$ cat config.mk
export PLATFORM = sky130hd
export DESIGN_NAME = i2cmt_master_tx
export DESIGN_NICKNAME = d
export VERILOG_FILES = /design/src/i2cmt_pkg.sv /design/src/i2cmt_sync.sv /design/src/i2cmt_tick.sv /design/src/i2cmt_master_tx.sv
export SDC_FILE = /design/constraint.sdc
export NUM_CORES = 1
export LEC_CHECK = 0
export ABC_AREA = 1
export BUFFER_PORTS_ARGS = -buffer_cell sky130_fd_sc_hd__clkbuf_2
export CAP_MARGIN = 20
export CORE_MARGIN = 4
export CORE_UTILIZATION = 55
export CTS_BUF_LIST = sky130_fd_sc_hd__clkbuf_16
export DETAILED_ROUTE_END_ITERATION = 7
export PLACE_DENSITY = 0.73
export SLEW_MARGIN = 20
export SYNTH_ARGS = -nofsm -noshare
export SYNTH_HDL_FRONTEND = slang
export SYNTH_SLANG_ARGS = --single-unit
$ cat constraint.sdc
create_clock -name i_clk_sys -period 5.9 [get_ports i_clk_sys]
set_input_delay 0.59 -clock i_clk_sys [delete_from_list [all_inputs] [get_ports i_clk_sys]]
set_output_delay 0.59 -clock i_clk_sys [all_outputs]
set_load 0.1 [all_outputs]
$ cat src/i2cmt_pkg.sv
package i2cmt_pkg;

  // ----------------------------------------------------------------
  // register map
  // ----------------------------------------------------------------
  localparam int ADDR_W = 2;
  localparam logic [ADDR_W-1:0] REG_CTRL = 2'h0;
  localparam logic [ADDR_W-1:0] REG_STATUS = 2'h1;
  localparam logic [ADDR_W-1:0] REG_DATA = 2'h2;
  localparam logic [ADDR_W-1:0] REG_RATE = 2'h3;

  // control register fields
  localparam int CB_FLAG = 7;
  localparam int CB_ACKEN = 6;
  localparam int CB_STA = 5;
  localparam int CB_STO = 4;
  localparam int CB_WC = 3;
  localparam int CB_EN = 2;
  localparam int CB_IE = 0;

  // status register fields
  localparam int SB_CODE_LO = 3;
  localparam int PRE_W = 2;
  localparam logic [7:0] STATUS_MASK = 8'hf8;

  // status codes, prescaler bits zero
  localparam logic [7:0] SC_START = 8'h08;
  localparam logic [7:0] SC_RSTART = 8'h10;
  localparam logic [7:0] SC_AW_ACK = 8'h18;
  localparam logic [7:0] SC_AW_NACK = 8'h20;
  localparam logic [7:0] SC_D_ACK = 8'h28;
  localparam logic [7:0] SC_D_NACK = 8'h30;
  localparam logic [7:0] SC_ARB = 8'h38;
  localparam logic [7:0] SC_AR_ACK = 8'h40;
  localparam logic [7:0] SC_AR_NACK = 8'h48;
  localparam logic [7:0] SC_NONE = 8'hf8;

  // reset values and bit timing
  localparam logic [7:0] RATE_RST = 8'h04;
  localparam logic [3:0] BIT_ACK = 4'h8;
  localparam logic [1:0] PH_SET = 2'h0;
  localparam logic [1:0] PH_RISE = 2'h1;
  localparam logic [1:0] PH_HIGH = 2'h2;
  localparam logic [1:0] PH_FALL = 2'h3;

  // ----------------------------------------------------------------
  // carriers
  // ----------------------------------------------------------------
  typedef struct packed {
    logic wr;
    logic rd;
    logic [ADDR_W-1:0] addr;
    logic [7:0] wdata;
  } i2cmt_bus_req_t;

  typedef struct packed {
    logic scl_oe;
    logic sda_oe;
  } i2cmt_pin_drv_t;

  typedef enum logic [7:0] {
    S_IDLE = 8'b0000_0001,
    S_WAIT_FREE = 8'b0000_0010,
    S_START = 8'b0000_0100,
    S_HOLD = 8'b0000_1000,
    S_XFER = 8'b0001_0000,
    S_RSTART = 8'b0010_0000,
    S_STOP = 8'b0100_0000,
    S_LOST = 8'b1000_0000
  } i2cmt_state_t;

endpackage

$ cat src/i2cmt_sync.sv
`timescale 1ns/1ps
module i2cmt_sync (
  input wire logic i_clk_sys,
  input wire logic i_rst_n,
  input wire logic i_async,
  output logic o_sync
);
  // ----------------------------------------------------------------
  // two flop synchroniser, idle high
  // ----------------------------------------------------------------
  logic meta_q;

  always_ff @(posedge i_clk_sys or negedge i_rst_n) begin
    if (!i_rst_n) begin
      meta_q <= 1'b1;
      o_sync <= 1'b1;
    end else begin
      meta_q <= i_async;
      o_sync <= meta_q;
    end
  end
endmodule

$ cat src/i2cmt_tick.sv
`timescale 1ns/1ps
module i2cmt_tick #(
  parameter int W = 8
) (
  input wire logic i_clk_sys,
  input wire logic i_rst_n,
  input wire logic [W-1:0] i_div,
  output logic o_tick
);
  // ----------------------------------------------------------------
  // quarter bit enable, one pulse every i_div+1 cycles
  // ----------------------------------------------------------------
  logic [W-1:0] cnt_q;

  always_ff @(posedge i_clk_sys or negedge i_rst_n) begin
    if (!i_rst_n) begin
      cnt_q <= '0;
      o_tick <= 1'b0;
    end else if (cnt_q >= i_div) begin
      cnt_q <= '0;
      o_tick <= 1'b1;
    end else begin
      cnt_q <= cnt_q + 1'b1;
      o_tick <= 1'b0;
    end
  end
endmodule

$ cat src/i2cmt_master_tx.sv
// Added by the designer: the register addresses and the strobed register port.
`timescale 1ns/1ps
module i2cmt_master_tx #(
  parameter logic [7:0] RATE_DEFAULT = i2cmt_pkg::RATE_RST
) (
  input wire logic i_clk_sys,
  input wire logic i_rst_n,
  input wire i2cmt_pkg::i2cmt_bus_req_t i_bus_req,
  output logic [7:0] o_rdata,
  input wire logic i_scl,
  input wire logic i_sda,
  output logic o_scl,
  output logic o_scl_oe,
  output logic o_sda,
  output logic o_sda_oe,
  output logic o_slave_mode,
  output logic o_master_rx
);
  import i2cmt_pkg::*;

  // ----------------------------------------------------------------
  // pin sampling and bus state
  // ----------------------------------------------------------------
  logic scl_s;
  logic sda_s;
  logic scl_p_q;
  logic sda_p_q;
  logic busy_q;
  logic tick;

  i2cmt_sync u_sync_scl (
    .i_clk_sys(i_clk_sys),
    .i_rst_n(i_rst_n),
    .i_async(i_scl),
    .o_sync(scl_s)
  );

  i2cmt_sync u_sync_sda (
    .i_clk_sys(i_clk_sys),
    .i_rst_n(i_rst_n),
    .i_async(i_sda),
    .o_sync(sda_s)
  );

  always_ff @(posedge i_clk_sys or negedge i_rst_n) begin
    if (!i_rst_n) begin
      scl_p_q <= 1'b1;
      sda_p_q <= 1'b1;
    end else begin
      scl_p_q <= scl_s;
      sda_p_q <= sda_s;
    end
  end

  // start seen marks busy, stop seen marks free
  always_ff @(posedge i_clk_sys or negedge i_rst_n) begin
    if (!i_rst_n) begin
      busy_q <= 1'b0;
    end else if (scl_s && scl_p_q && sda_p_q && !sda_s) begin
      busy_q <= 1'b1;
    end else if (scl_s && scl_p_q && !sda_p_q && sda_s) begin
      busy_q <= 1'b0;
    end
  end

  // ----------------------------------------------------------------
  // registers
  // ----------------------------------------------------------------
  logic flag_q;
  logic acken_q;
  logic sta_q;
  logic sto_q;
  logic wc_q;
  logic en_q;
  logic ie_q;
  logic [7:SB_CODE_LO] code_q;
  logic [PRE_W-1:0] pre_q;
  logic [7:0] data_q;
  logic [7:0] rate_q;
  logic wr_ctrl;
  logic wr_data;
  logic clr;
  logic post;
  logic [7:0] post_code;
  logic sto_clr;

  assign wr_ctrl = i_bus_req.wr && (i_bus_req.addr == REG_CTRL);
  assign wr_data = i_bus_req.wr && (i_bus_req.addr == REG_DATA);
  assign clr = wr_ctrl && i_bus_req.wdata[CB_FLAG] && i_bus_req.wdata[CB_EN];

  i2cmt_tick #(
    .W(8)
  ) u_tick (
    .i_clk_sys(i_clk_sys),
    .i_rst_n(i_rst_n),
    .i_div(rate_q),
    .o_tick(tick)
  );

  // step-done flag, hardware set wins over software clear
  always_ff @(posedge i_clk_sys or negedge i_rst_n) begin
    if (!i_rst_n) begin
      flag_q <= 1'b0;
    end else if (post) begin
      flag_q <= 1'b1;
    end else if (clr) begin
      flag_q <= 1'b0;
    end
  end

  always_ff @(posedge i_clk_sys or negedge i_rst_n) begin
    if (!i_rst_n) begin
      acken_q <= 1'b0;
      sta_q <= 1'b0;
      en_q <= 1'b0;
      ie_q <= 1'b0;
    end else if (wr_ctrl) begin
      acken_q <= i_bus_req.wdata[CB_ACKEN];
      sta_q <= i_bus_req.wdata[CB_STA];
      en_q <= i_bus_req.wdata[CB_EN];
      ie_q <= i_bus_req.wdata[CB_IE];
    end
  end

  always_ff @(posedge i_clk_sys or negedge i_rst_n) begin
    if (!i_rst_n) begin
      sto_q <= 1'b0;
    end else if (wr_ctrl) begin
      sto_q <= i_bus_req.wdata[CB_STO];
    end else if (sto_clr) begin
      sto_q <= 1'b0;
    end
  end

  // data loads only while the flag is up
  always_ff @(posedge i_clk_sys or negedge i_rst_n) begin
    if (!i_rst_n) begin
      data_q <= '0;
      wc_q <= 1'b0;
    end else if (wr_data && !flag_q) begin
      wc_q <= 1'b1;
    end else if (wr_data) begin
      data_q <= i_bus_req.wdata;
      wc_q <= 1'b0;
    end
  end

  always_ff @(posedge i_clk_sys or negedge i_rst_n) begin
    if (!i_rst_n) begin
      pre_q <= '0;
      rate_q <= RATE_DEFAULT;
    end else if (i_bus_req.wr && (i_bus_req.addr == REG_STATUS)) begin
      pre_q <= i_bus_req.wdata[PRE_W-1:0];
    end else if (i_bus_req.wr && (i_bus_req.addr == REG_RATE)) begin
      rate_q <= i_bus_req.wdata;
    end
  end

  // status code field, prescaler kept apart
  always_ff @(posedge i_clk_sys or negedge i_rst_n) begin
    if (!i_rst_n) begin
      code_q <= SC_NONE[7:SB_CODE_LO];
    end else if (post) begin
      code_q <= post_code[7:SB_CODE_LO];
    end else if (clr) begin
      code_q <= SC_NONE[7:SB_CODE_LO];
    end
  end

  // read data valid only in the cycle after the strobe
  always_ff @(posedge i_clk_sys or negedge i_rst_n) begin
    if (!i_rst_n) begin
      o_rdata <= '0;
    end else if (i_bus_req.rd) begin
      unique case (i_bus_req.addr)
        REG_CTRL: o_rdata <= {flag_q, acken_q, sta_q, sto_q, wc_q, en_q, 1'b0, ie_q};
        REG_STATUS: o_rdata <= {code_q, 1'b0, pre_q};
        REG_DATA: o_rdata <= data_q;
        REG_RATE: o_rdata <= rate_q;
      endcase
    end else begin
      o_rdata <= '0;
    end
  end

  // ----------------------------------------------------------------
  // bus sequencer
  // ----------------------------------------------------------------
  i2cmt_state_t state_q;
  i2cmt_state_t state_d;
  logic [1:0] ph_q;
  logic [1:0] ph_d;
  logic [3:0] bit_q;
  logic [3:0] bit_d;
  logic [7:0] shift_q;
  logic [7:0] shift_d;
  i2cmt_pin_drv_t drv_q;
  i2cmt_pin_drv_t drv_d;
  logic addr_q;
  logic addr_d;
  logic rd_dir_q;
  logic rd_dir_d;
  logic nack_q;
  logic nack_d;
  logic lost;
  logic step;
  logic new_sta;
  logic new_sto;

  assign step = tick && !((ph_q == PH_HIGH) && !scl_s);
  assign new_sta = i_bus_req.wdata[CB_STA];
  assign new_sto = i_bus_req.wdata[CB_STO];

  always_comb begin
    state_d = state_q;
    ph_d = ph_q;
    bit_d = bit_q;
    shift_d = shift_q;
    drv_d = drv_q;
    addr_d = addr_q;
    rd_dir_d = rd_dir_q;
    nack_d = nack_q;
    post = 1'b0;
    post_code = SC_NONE;
    sto_clr = 1'b0;
    lost = 1'b0;
    if (!en_q && !clr) begin
      state_d = S_IDLE;
      drv_d = '0;
    end else begin
      unique case (state_q)
        S_IDLE: begin
          if (clr && new_sta) begin
            state_d = S_WAIT_FREE;
          end
        end
        S_WAIT_FREE: begin
          if (tick && !busy_q && scl_s && sda_s) begin
            state_d = S_START;
            ph_d = PH_SET;
          end
        end
        S_START: begin
          if (step) begin
            if (ph_q == PH_SET) begin
              drv_d.sda_oe = 1'b1;
              ph_d = PH_RISE;
            end else begin
              drv_d.scl_oe = 1'b1;
              post = 1'b1;
              post_code = SC_START;
              addr_d = 1'b1;
              state_d = S_HOLD;
            end
          end
        end
        S_HOLD: begin
          drv_d.scl_oe = 1'b1;
          if (clr) begin
            ph_d = PH_SET;
            if (new_sto) begin
              state_d = S_STOP;
            end else if (new_sta) begin
              state_d = S_RSTART;
            end else if (!(rd_dir_q && !addr_q)) begin
              state_d = S_XFER;
              shift_d = data_q;
              bit_d = '0;
              if (addr_q) begin
                rd_dir_d = data_q[0];
              end
            end
          end
        end
        S_XFER: begin
          if (step) begin
            unique case (ph_q)
              PH_SET: begin
                drv_d.sda_oe = (bit_q != BIT_ACK) && !shift_q[7];
                ph_d = PH_RISE;
              end
              PH_RISE: begin
                drv_d.scl_oe = 1'b0;
                ph_d = PH_HIGH;
              end
              PH_HIGH: begin
                if ((bit_q != BIT_ACK) && !drv_q.sda_oe && !sda_s) begin
                  lost = 1'b1;
                end else if (bit_q == BIT_ACK) begin
                  nack_d = sda_s;
                end else begin
                  shift_d = {shift_q[6:0], 1'b0};
                end
                ph_d = PH_FALL;
              end
              PH_FALL: begin
                drv_d.scl_oe = 1'b1;
                ph_d = PH_SET;
                if (bit_q == BIT_ACK) begin
                  post = 1'b1;
                  state_d = S_HOLD;
                  addr_d = 1'b0;
                  if (addr_q && rd_dir_q) begin
                    post_code = nack_q ? SC_AR_NACK : SC_AR_ACK;
                  end else if (addr_q) begin
                    post_code = nack_q ? SC_AW_NACK : SC_AW_ACK;
                  end else begin
                    post_code = nack_q ? SC_D_NACK : SC_D_ACK;
                  end
                end else begin
                  bit_d = bit_q + 4'h1;
                end
              end
            endcase
          end
          if (lost) begin
            drv_d = '0;
            post = 1'b1;
            post_code = SC_ARB;
            state_d = S_LOST;
          end
        end
        S_RSTART: begin
          if (step) begin
            ph_d = ph_q + 2'h1;
            unique case (ph_q)
              PH_SET: drv_d.sda_oe = 1'b0;
              PH_RISE: drv_d.scl_oe = 1'b0;
              PH_HIGH: drv_d.sda_oe = 1'b1;
              PH_FALL: begin
                drv_d.scl_oe = 1'b1;
                post = 1'b1;
                post_code = SC_RSTART;
                addr_d = 1'b1;
                rd_dir_d = 1'b0;
                state_d = S_HOLD;
              end
            endcase
          end
        end
        S_STOP: begin
          if (step) begin
            ph_d = ph_q + 2'h1;
            unique case (ph_q)
              PH_SET: drv_d.sda_oe = 1'b1;
              PH_RISE: drv_d.scl_oe = 1'b0;
              PH_HIGH: drv_d.sda_oe = 1'b0;
              PH_FALL: begin
                sto_clr = 1'b1;
                rd_dir_d = 1'b0;
                state_d = sta_q ? S_WAIT_FREE : S_IDLE;
              end
            endcase
          end
        end
        S_LOST: begin
          if (clr) begin
            rd_dir_d = 1'b0;
            state_d = new_sta ? S_WAIT_FREE : S_IDLE;
          end
        end
      endcase
    end
  end

  always_ff @(posedge i_clk_sys or negedge i_rst_n) begin
    if (!i_rst_n) begin
      state_q <= S_IDLE;
      ph_q <= PH_SET;
      bit_q <= '0;
      shift_q <= '0;
      drv_q <= '0;
      addr_q <= 1'b0;
      rd_dir_q <= 1'b0;
      nack_q <= 1'b0;
    end else begin
      state_q <= state_d;
      ph_q <= ph_d;
      bit_q <= bit_d;
      shift_q <= shift_d;
      drv_q <= drv_d;
      addr_q <= addr_d;
      rd_dir_q <= rd_dir_d;
      nack_q <= nack_d;
    end
  end

  // ----------------------------------------------------------------
  // outputs
  // ----------------------------------------------------------------
  always_ff @(posedge i_clk_sys or negedge i_rst_n) begin
    if (!i_rst_n) begin
      o_slave_mode <= 1'b0;
      o_master_rx <= 1'b0;
    end else begin
      o_slave_mode <= (state_d == S_LOST);
      o_master_rx <= rd_dir_d && !addr_d && (state_d == S_HOLD);
    end
  end

  assign o_scl = 1'b0;
  assign o_sda = 1'b0;
  assign o_scl_oe = drv_q.scl_oe;
  assign o_sda_oe = drv_q.sda_oe;

endmodule

==> run summary, run 1 <==
Buffers from clock root to sink, at most: 2
Post-DRT Antenna Nets: 0
DR vias/cell: 5.67
Highest achievable clock rate: 415 MHz
Final RePlAce weighted congestion: 1.01
Most common cell after layout, fill and taps aside: sky130_fd_sc_hd__nand2_1
Clock share of power: 34.6%
Switching pwr: 0.000525 W
FF+latch count, synth: 83
Endpoint arrival time on the critical path: 2.68 ns
Relative contribution of sequential cells to total power: 45.0%
Count of routing violations after the opening detailed-route iteration: 287
Final period util: 40.8%
Power density of the placed cells: 300 nW/um^2
Data required time at the worst endpoint: 6.17 ns
Width of the die: 102 um
Switching share of power: 32.8%
Critical path fanouts, max: 7
Total clock sinks: 83
Count of synthesis-stage warnings from yosys: 0
Setup Buffers After CTS: 0
CTS H-tree depth: 3
Post-Syn Area: 4850 um^2
Number of antenna violations at the first check in global routing: 0
Synth Area in XOR/XNOR: 0.542%
Root buffer selected by CTS: sky130_fd_sc_hd__clkbuf_16
Gr ovfl total: 0
Proportion of power drawn by combinational gates: 20.4%
CTS buffer count: 9
Number of enable flip-flop cells after synthesis: 0
Hold-fix buffers, CTS: 0
# resized after CTS: 0
Cell Count, Final, Fillers Out: 775
Clock transition at path regs: 0.07 ns
Synth Area in Compound Gates: 13.6%
Layout cell share with drive strength beyond 1: 13.4%
Fraction of the yosys area taken by sequential cells: 43.2%
Setup Viol. Count Final: 0
CP endpoint kind: flip-flop
Final Worst Setup Slack: 3.49 ns
Number of antenna cells inserted: 0
GRT Max-Usage Layer: met2
Internal power: 0.00107 W
Global routing usage on met1: 34.5%
Maximum number of pins on one net before global-route repair: 84
Clock latency at the later pin of the worst-skew pair: 0.34 ns
Slew at the pin with the worst max-slew slack: 0.737 ns
Leakage power summed over all cells: 2.74 nW
Instance count of the mapped netlist: 637
Core Area: 8380 um^2
Routed wirelength normalized by instance count: 15.8 um
Multiplexer area fraction after synthesis: 0%
Input/output buffers: 27
Number of global-route vias before repair: 4304
Combinational family with the most area after synthesis: simple AND/OR/NAND/NOR gates
Maximum ir drop on the vdd rail: 189 uV
Smallest hold slack: 0.290 ns
Final count of pins violating max slew: 0
Sum Neg Setup Slack: 0 ns
Die outline area: 10400 um^2
Commonest register cell after synthesis: sky130_fd_sc_hd__dfrtp_1
I/O Pins: 30
First-pass GRT wire length: 20800 um
Detail Placement HPWL: 8960 um
Top post-synthesis cells by area: sky130_fd_sc_hd__dfrtp_1 36%, sky130_fd_sc_hd__nand2_1 12%, sky130_fd_sc_hd__dfstp_2 7.0%
Final routed wirelength across all metal layers: 12200 um
Synth cell types: 42
Met2 layer usage reported by global route: 41.6%
Relative slew slack: 50.9%
Hold Crit Class: input pin to asynchronous set/reset pin
Post-Place Setup Slack: 3.51 ns
CTS tree: done
Most used cells in the layout excluding fill and tap cells: 158 x sky130_fd_sc_hd__nand2_1, 83 x sky130_fd_sc_hd__inv_1, 70 x sky130_fd_sc_hd__dfrtp_1, 66 x sky130_fd_sc_hd__nor2_1, 66 x sky130_fd_sc_hd__o21ai_0
Total routing usage reported by global routing: 25.7%
Number of placed cells counting well taps: 759
Clock skew: 0.00995 ns
NumNets Final: 698
Hold Violations, Final: 0
Post-synthesis share of cell area spent on full adders, half adders and majority gates: 4.39%
Startpoint type of the worst setup path: flip-flop
Crit Path Category: flip-flop to flip-flop
Met3 Usage GRT: 4.64%
Fraction of the mapped netlist area in simple logic gates: 29.6%
Count of standard-cell rows: 33
Setup repair after global routing missed its margin: no
Share of Yosys cell area claimed by the top area cell type: 36.1%
Post-synth top area cell: sky130_fd_sc_hd__dfrtp_1
Max-cap violations: 0
Height of the chip: 102 um
Count of unresolved DRC violations after routing: 0
Area added between synthesis and finish: 9.88%
Result of the run: complete, no violations
Vias post-DR: 4395
Number of search-and-repair iterations in the first detailed-routing pass: 5
Final Critical Period: 2.41 ns
Initial Util: 57.9%
Total power of the final layout: 0.00160 W
Fraction of registers with async set/reset: 100%
Number of fill cells in the layout: 775
Mean post-synth cell area: 7.61 um^2
==> cells in the mapped netlist, drive strengths merged, types with 2 or more instances <==
library cell	number
a21oi	22
a221oi	4
a31oi	3
buf	8
clkbuf	3
dfrtp	70
dfstp	13
ha	17
inv	89
nand2	168
nand3	42
nand3b	3
nand4	8
nor2	78
nor3	7
nor3b	6
o2111ai	2
o211ai	3
o21ai	78
xor2	3
==> cell type report <==
cell class | instances | area (um^2) | area share (%)
flip-flops and latches | 83 | 2090 | 39.3
repair buffers | 27 | 141 | 2.65
clock buffers | 9 | 225 | 4.23
well taps | 105 | 131 | 2.47
clock inverters | 7 | 61.3 | 1.15
multi-input cells | 454 | 2340 | 43.9
inverters | 90 | 338 | 6.34
==> per-stage QoR <==
stage,area (um^2),util (%)
finish,5330,63.6
global route,5330,63.6
CTS,5330,63.5
detailed placement,5040,60.1
global placement,5040,60.1
floorplan,4850,-
==> worst max-delay path, stage by stage, from the launching register on <==
cell,delay [ns]
sky130_fd_sc_hd__dfrtp_1,0.44
sky130_fd_sc_hd__inv_1,0.15
sky130_fd_sc_hd__ha_1,0.28
sky130_fd_sc_hd__inv_2,0.09
sky130_fd_sc_hd__nor2_1,0.15
sky130_fd_sc_hd__inv_1,0.06
sky130_fd_sc_hd__nor2_1,0.35
sky130_fd_sc_hd__nor2_4,0.11
sky130_fd_sc_hd__nand2_1,0.09
sky130_fd_sc_hd__nand2_1,0.06
sky130_fd_sc_hd__nor2_1,0.13
sky130_fd_sc_hd__nor2_1,0.08
sky130_fd_sc_hd__nor2_2,0.15
sky130_fd_sc_hd__nand3_1,0.09
sky130_fd_sc_hd__nor2_1,0.10
==> state kept, by name, indices dropped and copies added, names as in the netlist, 2 cells and up <==
| signal | count |
|---|---|
| bit_q | 4 |
| code_q | 5 |
| data_q | 8 |
| o_rdata | 8 |
| ph_q | 2 |
| pre_q | 2 |
| rate_q | 8 |
| shift_q | 8 |
| state_q | 8 |
| u_tick.cnt_q | 8 |
==> metal layers <==
metal	share of wire, %	wire length, um
met1	43	5200
met2	48	5860
met3	6.9	842
met4	2.6	312
met5	0	0
==> worst paths after layout <==
path | slack [ns] | cells after the start | startpoint | end
setup / recovery | 3.49 | 14 | ph_q[0] | o_master_rx
hold / removal | 0.29 | 1 | i_rst_n | bit_q[3]
setup reg to reg | 3.49 | 14 | ph_q[0] | o_master_rx
max in group asynchronous | 5.10 | 1 | i_rst_n | sto_q
min in group i_clk_sys | 0.34 | 1 | i_scl | u_sync_scl.meta_q
hold reg to reg | 0.36 | 0 | u_sync_scl.meta_q | u_sync_scl.o_sync
==> cells by family (layout without fill, tap and decap cells) <==
group	Yosys count	in the layout
other cells	1	2
compound gates	118	118
simple gates	314	314
flops	83	83
buf+inv	101	133
xor+xnor	3	3
fa+ha+maj	17	17
==> power groups by stage <==
stage / Clock [W] / Combinational [W] / Sequential, W
floorplan: 0 / 0.000190 / 0.000769
finish: 0.000552 / 0.000326 / 0.000720
detailed placement: 0 / 0.000327 / 0.000729
global placement: 0 / 0.000318 / 0.000727
global route: 0.000587 / 0.000378 / 0.000730
CTS: 0.000565 / 0.000329 / 0.000719
No activity file was read; power rests on OpenSTA's default activity.
==> inputs of run 2 (changes only) <==
--- a/config.mk
+++ b/config.mk
@@ -5,7 +5,7 @@
 export SDC_FILE = /design/constraint.sdc
 export NUM_CORES = 1
 export LEC_CHECK = 0
-export ABC_AREA = 1
+export ABC_AREA = 0
 export BUFFER_PORTS_ARGS = -buffer_cell sky130_fd_sc_hd__clkbuf_2
 export CAP_MARGIN = 20
 export CORE_MARGIN = 4
==> constraint.sdc (replaced) <==
create_clock -name i_clk_sys -period 2.23 [get_ports i_clk_sys]
set_input_delay 0.223 -clock i_clk_sys [delete_from_list [all_inputs] [get_ports i_clk_sys]]
set_output_delay 0.223 -clock i_clk_sys [all_outputs]
set_load 0.1 [all_outputs]
==> run summary, run 2 <==
FF+latch count, synth: 83 (unchanged)
Core Area: 8220 um^2 (-2.0%)
Number of search-and-repair iterations in the first detailed-routing pass: 5 (unchanged)
Final count of pins violating max slew: 0 (unchanged)
Leakage power summed over all cells: 3.01 nW (+9.6%)
Width of the die: 99.9 um (-1.9%)
Clock share of power: 37.3% (+2.7 points)
Die outline area: 9990 um^2 (-3.8%)
DR vias/cell: 6.09 (+7.5%)
Number of enable flip-flop cells after synthesis: 0 (unchanged)
I/O Pins: 30 (unchanged)
Final Worst Setup Slack: -0.213 ns (-3.71 ns)
Fraction of registers with async set/reset: 100% (unchanged)
Post-detailed-placement cell area: 5600 um^2 (+11%)
Final period util: 110% (+69 points)
Maximum number of pins on one net before global-route repair: 56 (-33%)
Commonest register cell after synthesis: sky130_fd_sc_hd__dfrtp_1
Power density of the placed cells: 669 nW/um^2 (+120%)
Hold Violations, Final: 0 (unchanged)
Final RePlAce weighted congestion: 0.947 (-6.6%)
Data required time at the worst endpoint: 2.48 ns (-3.69 ns)
Critical path fanouts, max: 3 (-4)
Final routed wirelength across all metal layers: 14400 um (+18%)
Most used cells in the layout excluding fill and tap cells: 98 x sky130_fd_sc_hd__buf_4, 67 x sky130_fd_sc_hd__dfrtp_1, 38 x sky130_fd_sc_hd__nand2_1, 28 x sky130_fd_sc_hd__nor2_1, 26 x sky130_fd_sc_hd__clkbuf_2
Area added between synthesis and finish: 40.1%
CTS buffer count: 9 (unchanged)
Setup repair after global routing missed its margin: yes
Synth cell types: 78 (+86%)
Switching pwr: 0.00132 W (+150%)
Post-Syn Area: 4650 um^2 (-4.2%)
Number of fill cells in the layout: 514 (-34%)
Slew at the pin with the worst max-slew slack: 0.701 ns (-0.0355 ns)
Setup Viol. Count Final: 19 (+19)
Count of standard-cell rows: 33 (unchanged)
Instance count of the mapped netlist: 448 (-30%)
Count of unresolved DRC violations after routing: 0 (unchanged)
Fraction of the yosys area taken by sequential cells: 45.0% (+1.9 points)
Root buffer selected by CTS: sky130_fd_sc_hd__clkbuf_16
Endpoint arrival time on the critical path: 2.69 ns (about the same)
Crit Path Category: flip-flop to flip-flop
Mean post-synth cell area: 10.4 um^2 (+36%)
Count of routing violations after the opening detailed-route iteration: 368 (+28%)
Layout Cell Area excl Fill: 6510 um^2 (+22%)
Internal power: 0.00304 W (+180%)
Number of antenna cells inserted: 0 (unchanged)
Total clock sinks: 83 (unchanged)
Startpoint type of the worst setup path: flip-flop
Clock skew: 0.00788 ns (-0.00207 ns)
Maximum ir drop on the vdd rail: 548 uV (+190%)
CP endpoint kind: flip-flop
Max-cap violations: 0 (unchanged)
Highest achievable clock rate: 409 MHz (-1.4%)
Top post-synthesis cells by area: sky130_fd_sc_hd__dfrtp_1 38%, sky130_fd_sc_hd__dfstp_2 7.3%, sky130_fd_sc_hd__mux2_2 5.3%
Number of global-route vias before repair: 4240 (-1.5%)
Switching share of power: 30.2% (-2.6 points)
Cell Count, Final, Fillers Out: 706 (-8.9%)
Hold Crit Class: input pin to flip-flop
Routed wirelength normalized by instance count: 20.3 um (+29%)
Count of synthesis-stage warnings from yosys: 0 (unchanged)
CTS tree: done
Relative slew slack: 53.2% (+2.4 points)
Initial Util: 56.6% (-1.3 points)
Number of antenna violations at the first check in global routing: 0 (unchanged)
Height of the chip: 99.9 um (-1.9%)
Detail Placement HPWL: 10200 um (+14%)
Gr ovfl total: 0 (unchanged)
Final Critical Period: 2.44 ns (+0.0350 ns)
Vias post-DR: 4303 (-2.1%)
Relative contribution of sequential cells to total power: 42.0% (-3.0 points)
Clock latency at the later pin of the worst-skew pair: 0.34 ns (about the same)
Dominant cell by count in the synthesized netlist: sky130_fd_sc_hd__dfrtp_1
First-pass GRT wire length: 22100 um (+6.1%)
Buffers from clock root to sink, at most: 2 (unchanged)
Total routing usage reported by global routing: 28.9% (+3.2 points)
Failing checks: setup timing
Proportion of power drawn by combinational gates: 20.7% (+0.3 points)
Clock transition at path regs: 0.07 ns (about the same)
Number of placed cells counting well taps: 663 (-13%)
Input/output buffers: 27 (unchanged)
Commonest cells in the netlist: 70 x sky130_fd_sc_hd__dfrtp_1, 40 x sky130_fd_sc_hd__nand2_1, 30 x sky130_fd_sc_hd__nor2_1, 28 x sky130_fd_sc_hd__o21ai_0, 25 x sky130_fd_sc_hd__a21oi_1
Most common cell after layout, fill and taps aside: sky130_fd_sc_hd__buf_4
Result of the run: finished, violations left
Post-synth top area cell: sky130_fd_sc_hd__dfrtp_1
Share of Yosys cell area claimed by the top area cell type: 37.7% (+1.6 points)
Post-DRT Antenna Nets: 0 (unchanged)
Layout cell share with drive strength beyond 1: 44.9% (+31 points)
CTS H-tree depth: 3 (unchanged)
Sum Neg Setup Slack: -1.53 ns (-1.53 ns)
NumNets Final: 629 (-9.9%)
## run 2: changes by cell type in the layout (fill, tap and decap cells not counted), moves of 9 or more
| cell | change |
|---|---|
| sky130_fd_sc_hd__nand2_1 | -120 |
| sky130_fd_sc_hd__mux2_2 | +22 |
| sky130_fd_sc_hd__nor2_1 | -38 |
| sky130_fd_sc_hd__nand3_1 | -29 |
| sky130_fd_sc_hd__buf_4 | +98 |
| sky130_fd_sc_hd__and2_1 | +9 |
| sky130_fd_sc_hd__o21ai_0 | -47 |
| sky130_fd_sc_hd__buf_6 | +16 |
| sky130_fd_sc_hd__mux2i_1 | +9 |
| sky130_fd_sc_hd__inv_1 | -62 |
## run 2: metrics by stage
stage / utilization (%) / setup WS, ns / power (W) / hold slack (ns)
6_report: 79.3 / -0.213 / 0.00436 / 0.146
3_3_place_gp: 68.1 / -0.207 / 0.00264 / 0.298
5_1_grt: 79.3 / -0.278 / 0.00455 / 0.155
3_5_place_dp: 68.1 / -0.244 / 0.00269 / 0.312
4_1_cts: 75.6 / -0.111 / 0.00434 / 0.144
2_1_floorplan: - / -0.0650 / 0.00239 / -0.0726
## run 2: power by group through the flow
stage | Combinational, W | Clock [W] | Sequential [W]
global placement | 0.000798 | 0 | 0.00184
floorplan | 0.000471 | 0 | 0.00192
detailed placement | 0.000843 | 0 | 0.00185
global route | 0.000992 | 0.00171 | 0.00185
finish | 0.000901 | 0.00163 | 0.00183
CTS | 0.000877 | 0.00164 | 0.00182
## run 2: timing repair
action | in CTS | in global routing
resized for setup | 31 | 51
buffers inserted | 13 | 12
hold endpoints to repair | 50 | 0
hold buffers | 3 | 0
pin swaps | 20 | 28
setup endpoints to repair | 21 | 25
cloned | 1 | 1
## run 2: final cells by class
cell class / instances / area, um^2 / share of cell area (%)
repair buffers: 148 / 1150 / 17.7
well taps: 105 / 131 / 2.02
inverters: 22 / 82.6 / 1.27
clock inverters: 7 / 100 / 1.54
clock buffers: 9 / 225 / 3.46
flip-flops and latches: 83 / 2100 / 32.2
multi-input cells: 332 / 2720 / 41.8
## run 2: critical path: stages, from the launching register on
cell and delay (ns):
sky130_fd_sc_hd__dfstp_2 0.57, sky130_fd_sc_hd__nor4_4 0.05, sky130_fd_sc_hd__and4b_1 0.23, sky130_fd_sc_hd__buf_6 0.13, sky130_fd_sc_hd__nor4_4 0.42, sky130_fd_sc_hd__buf_4 0.20
sky130_fd_sc_hd__buf_6 0.09, sky130_fd_sc_hd__a32oi_1 0.04, sky130_fd_sc_hd__o221a_2 0.27, sky130_fd_sc_hd__buf_6 0.13, sky130_fd_sc_hd__nor4_4 0.22
## run 2: logic make-up (layout without fill, tap and decap cells)
| group | Yosys count | in the layout | synth area share, % |
|---|---|---|---|
| muxes | 37 | 37 | 10.2 |
| and+or+nand+nor | 162 | 162 | 20.4 |
| xor gates and xnor gates | 8 | 8 | 1.51 |
| adders and majority gates | 17 | 17 | 4.58 |
| buffers and inverters | 35 | 186 | 3.47 |
| other | 1 | 2 | 0.0807 |
| DFF | 83 | 83 | 45.0 |
| AOI/OAI and AO/OA | 105 | 106 | 14.8 |
## run 2: routing by layer
metal	track usage (%)	wire length, um	part of all wire (%)
met1	39.8	6080	42
met5	0	0	0
met4	10.2	339	2.4
met3	4.66	1080	7.5
met2	46.4	6860	48
## run 2: path summary, 6_finish.rpt
path / startpoint / end / slack [ns] / cells past startpoint
min reg2reg: u_sync_sda.meta_q / u_sync_sda.o_sync / 0.36 / 0
max: state_q[0] / o_slave_mode / -0.21 / 10
max reg2reg: state_q[0] / o_slave_mode / -0.21 / 10
min: i_bus_req[3] / rate_q[3] / 0.15 / 2
max in group asynchronous: i_rst_n / sda_p_q / 1.08 / 3
min in group asynchronous: i_rst_n / state_q[4] / 0.47 / 2
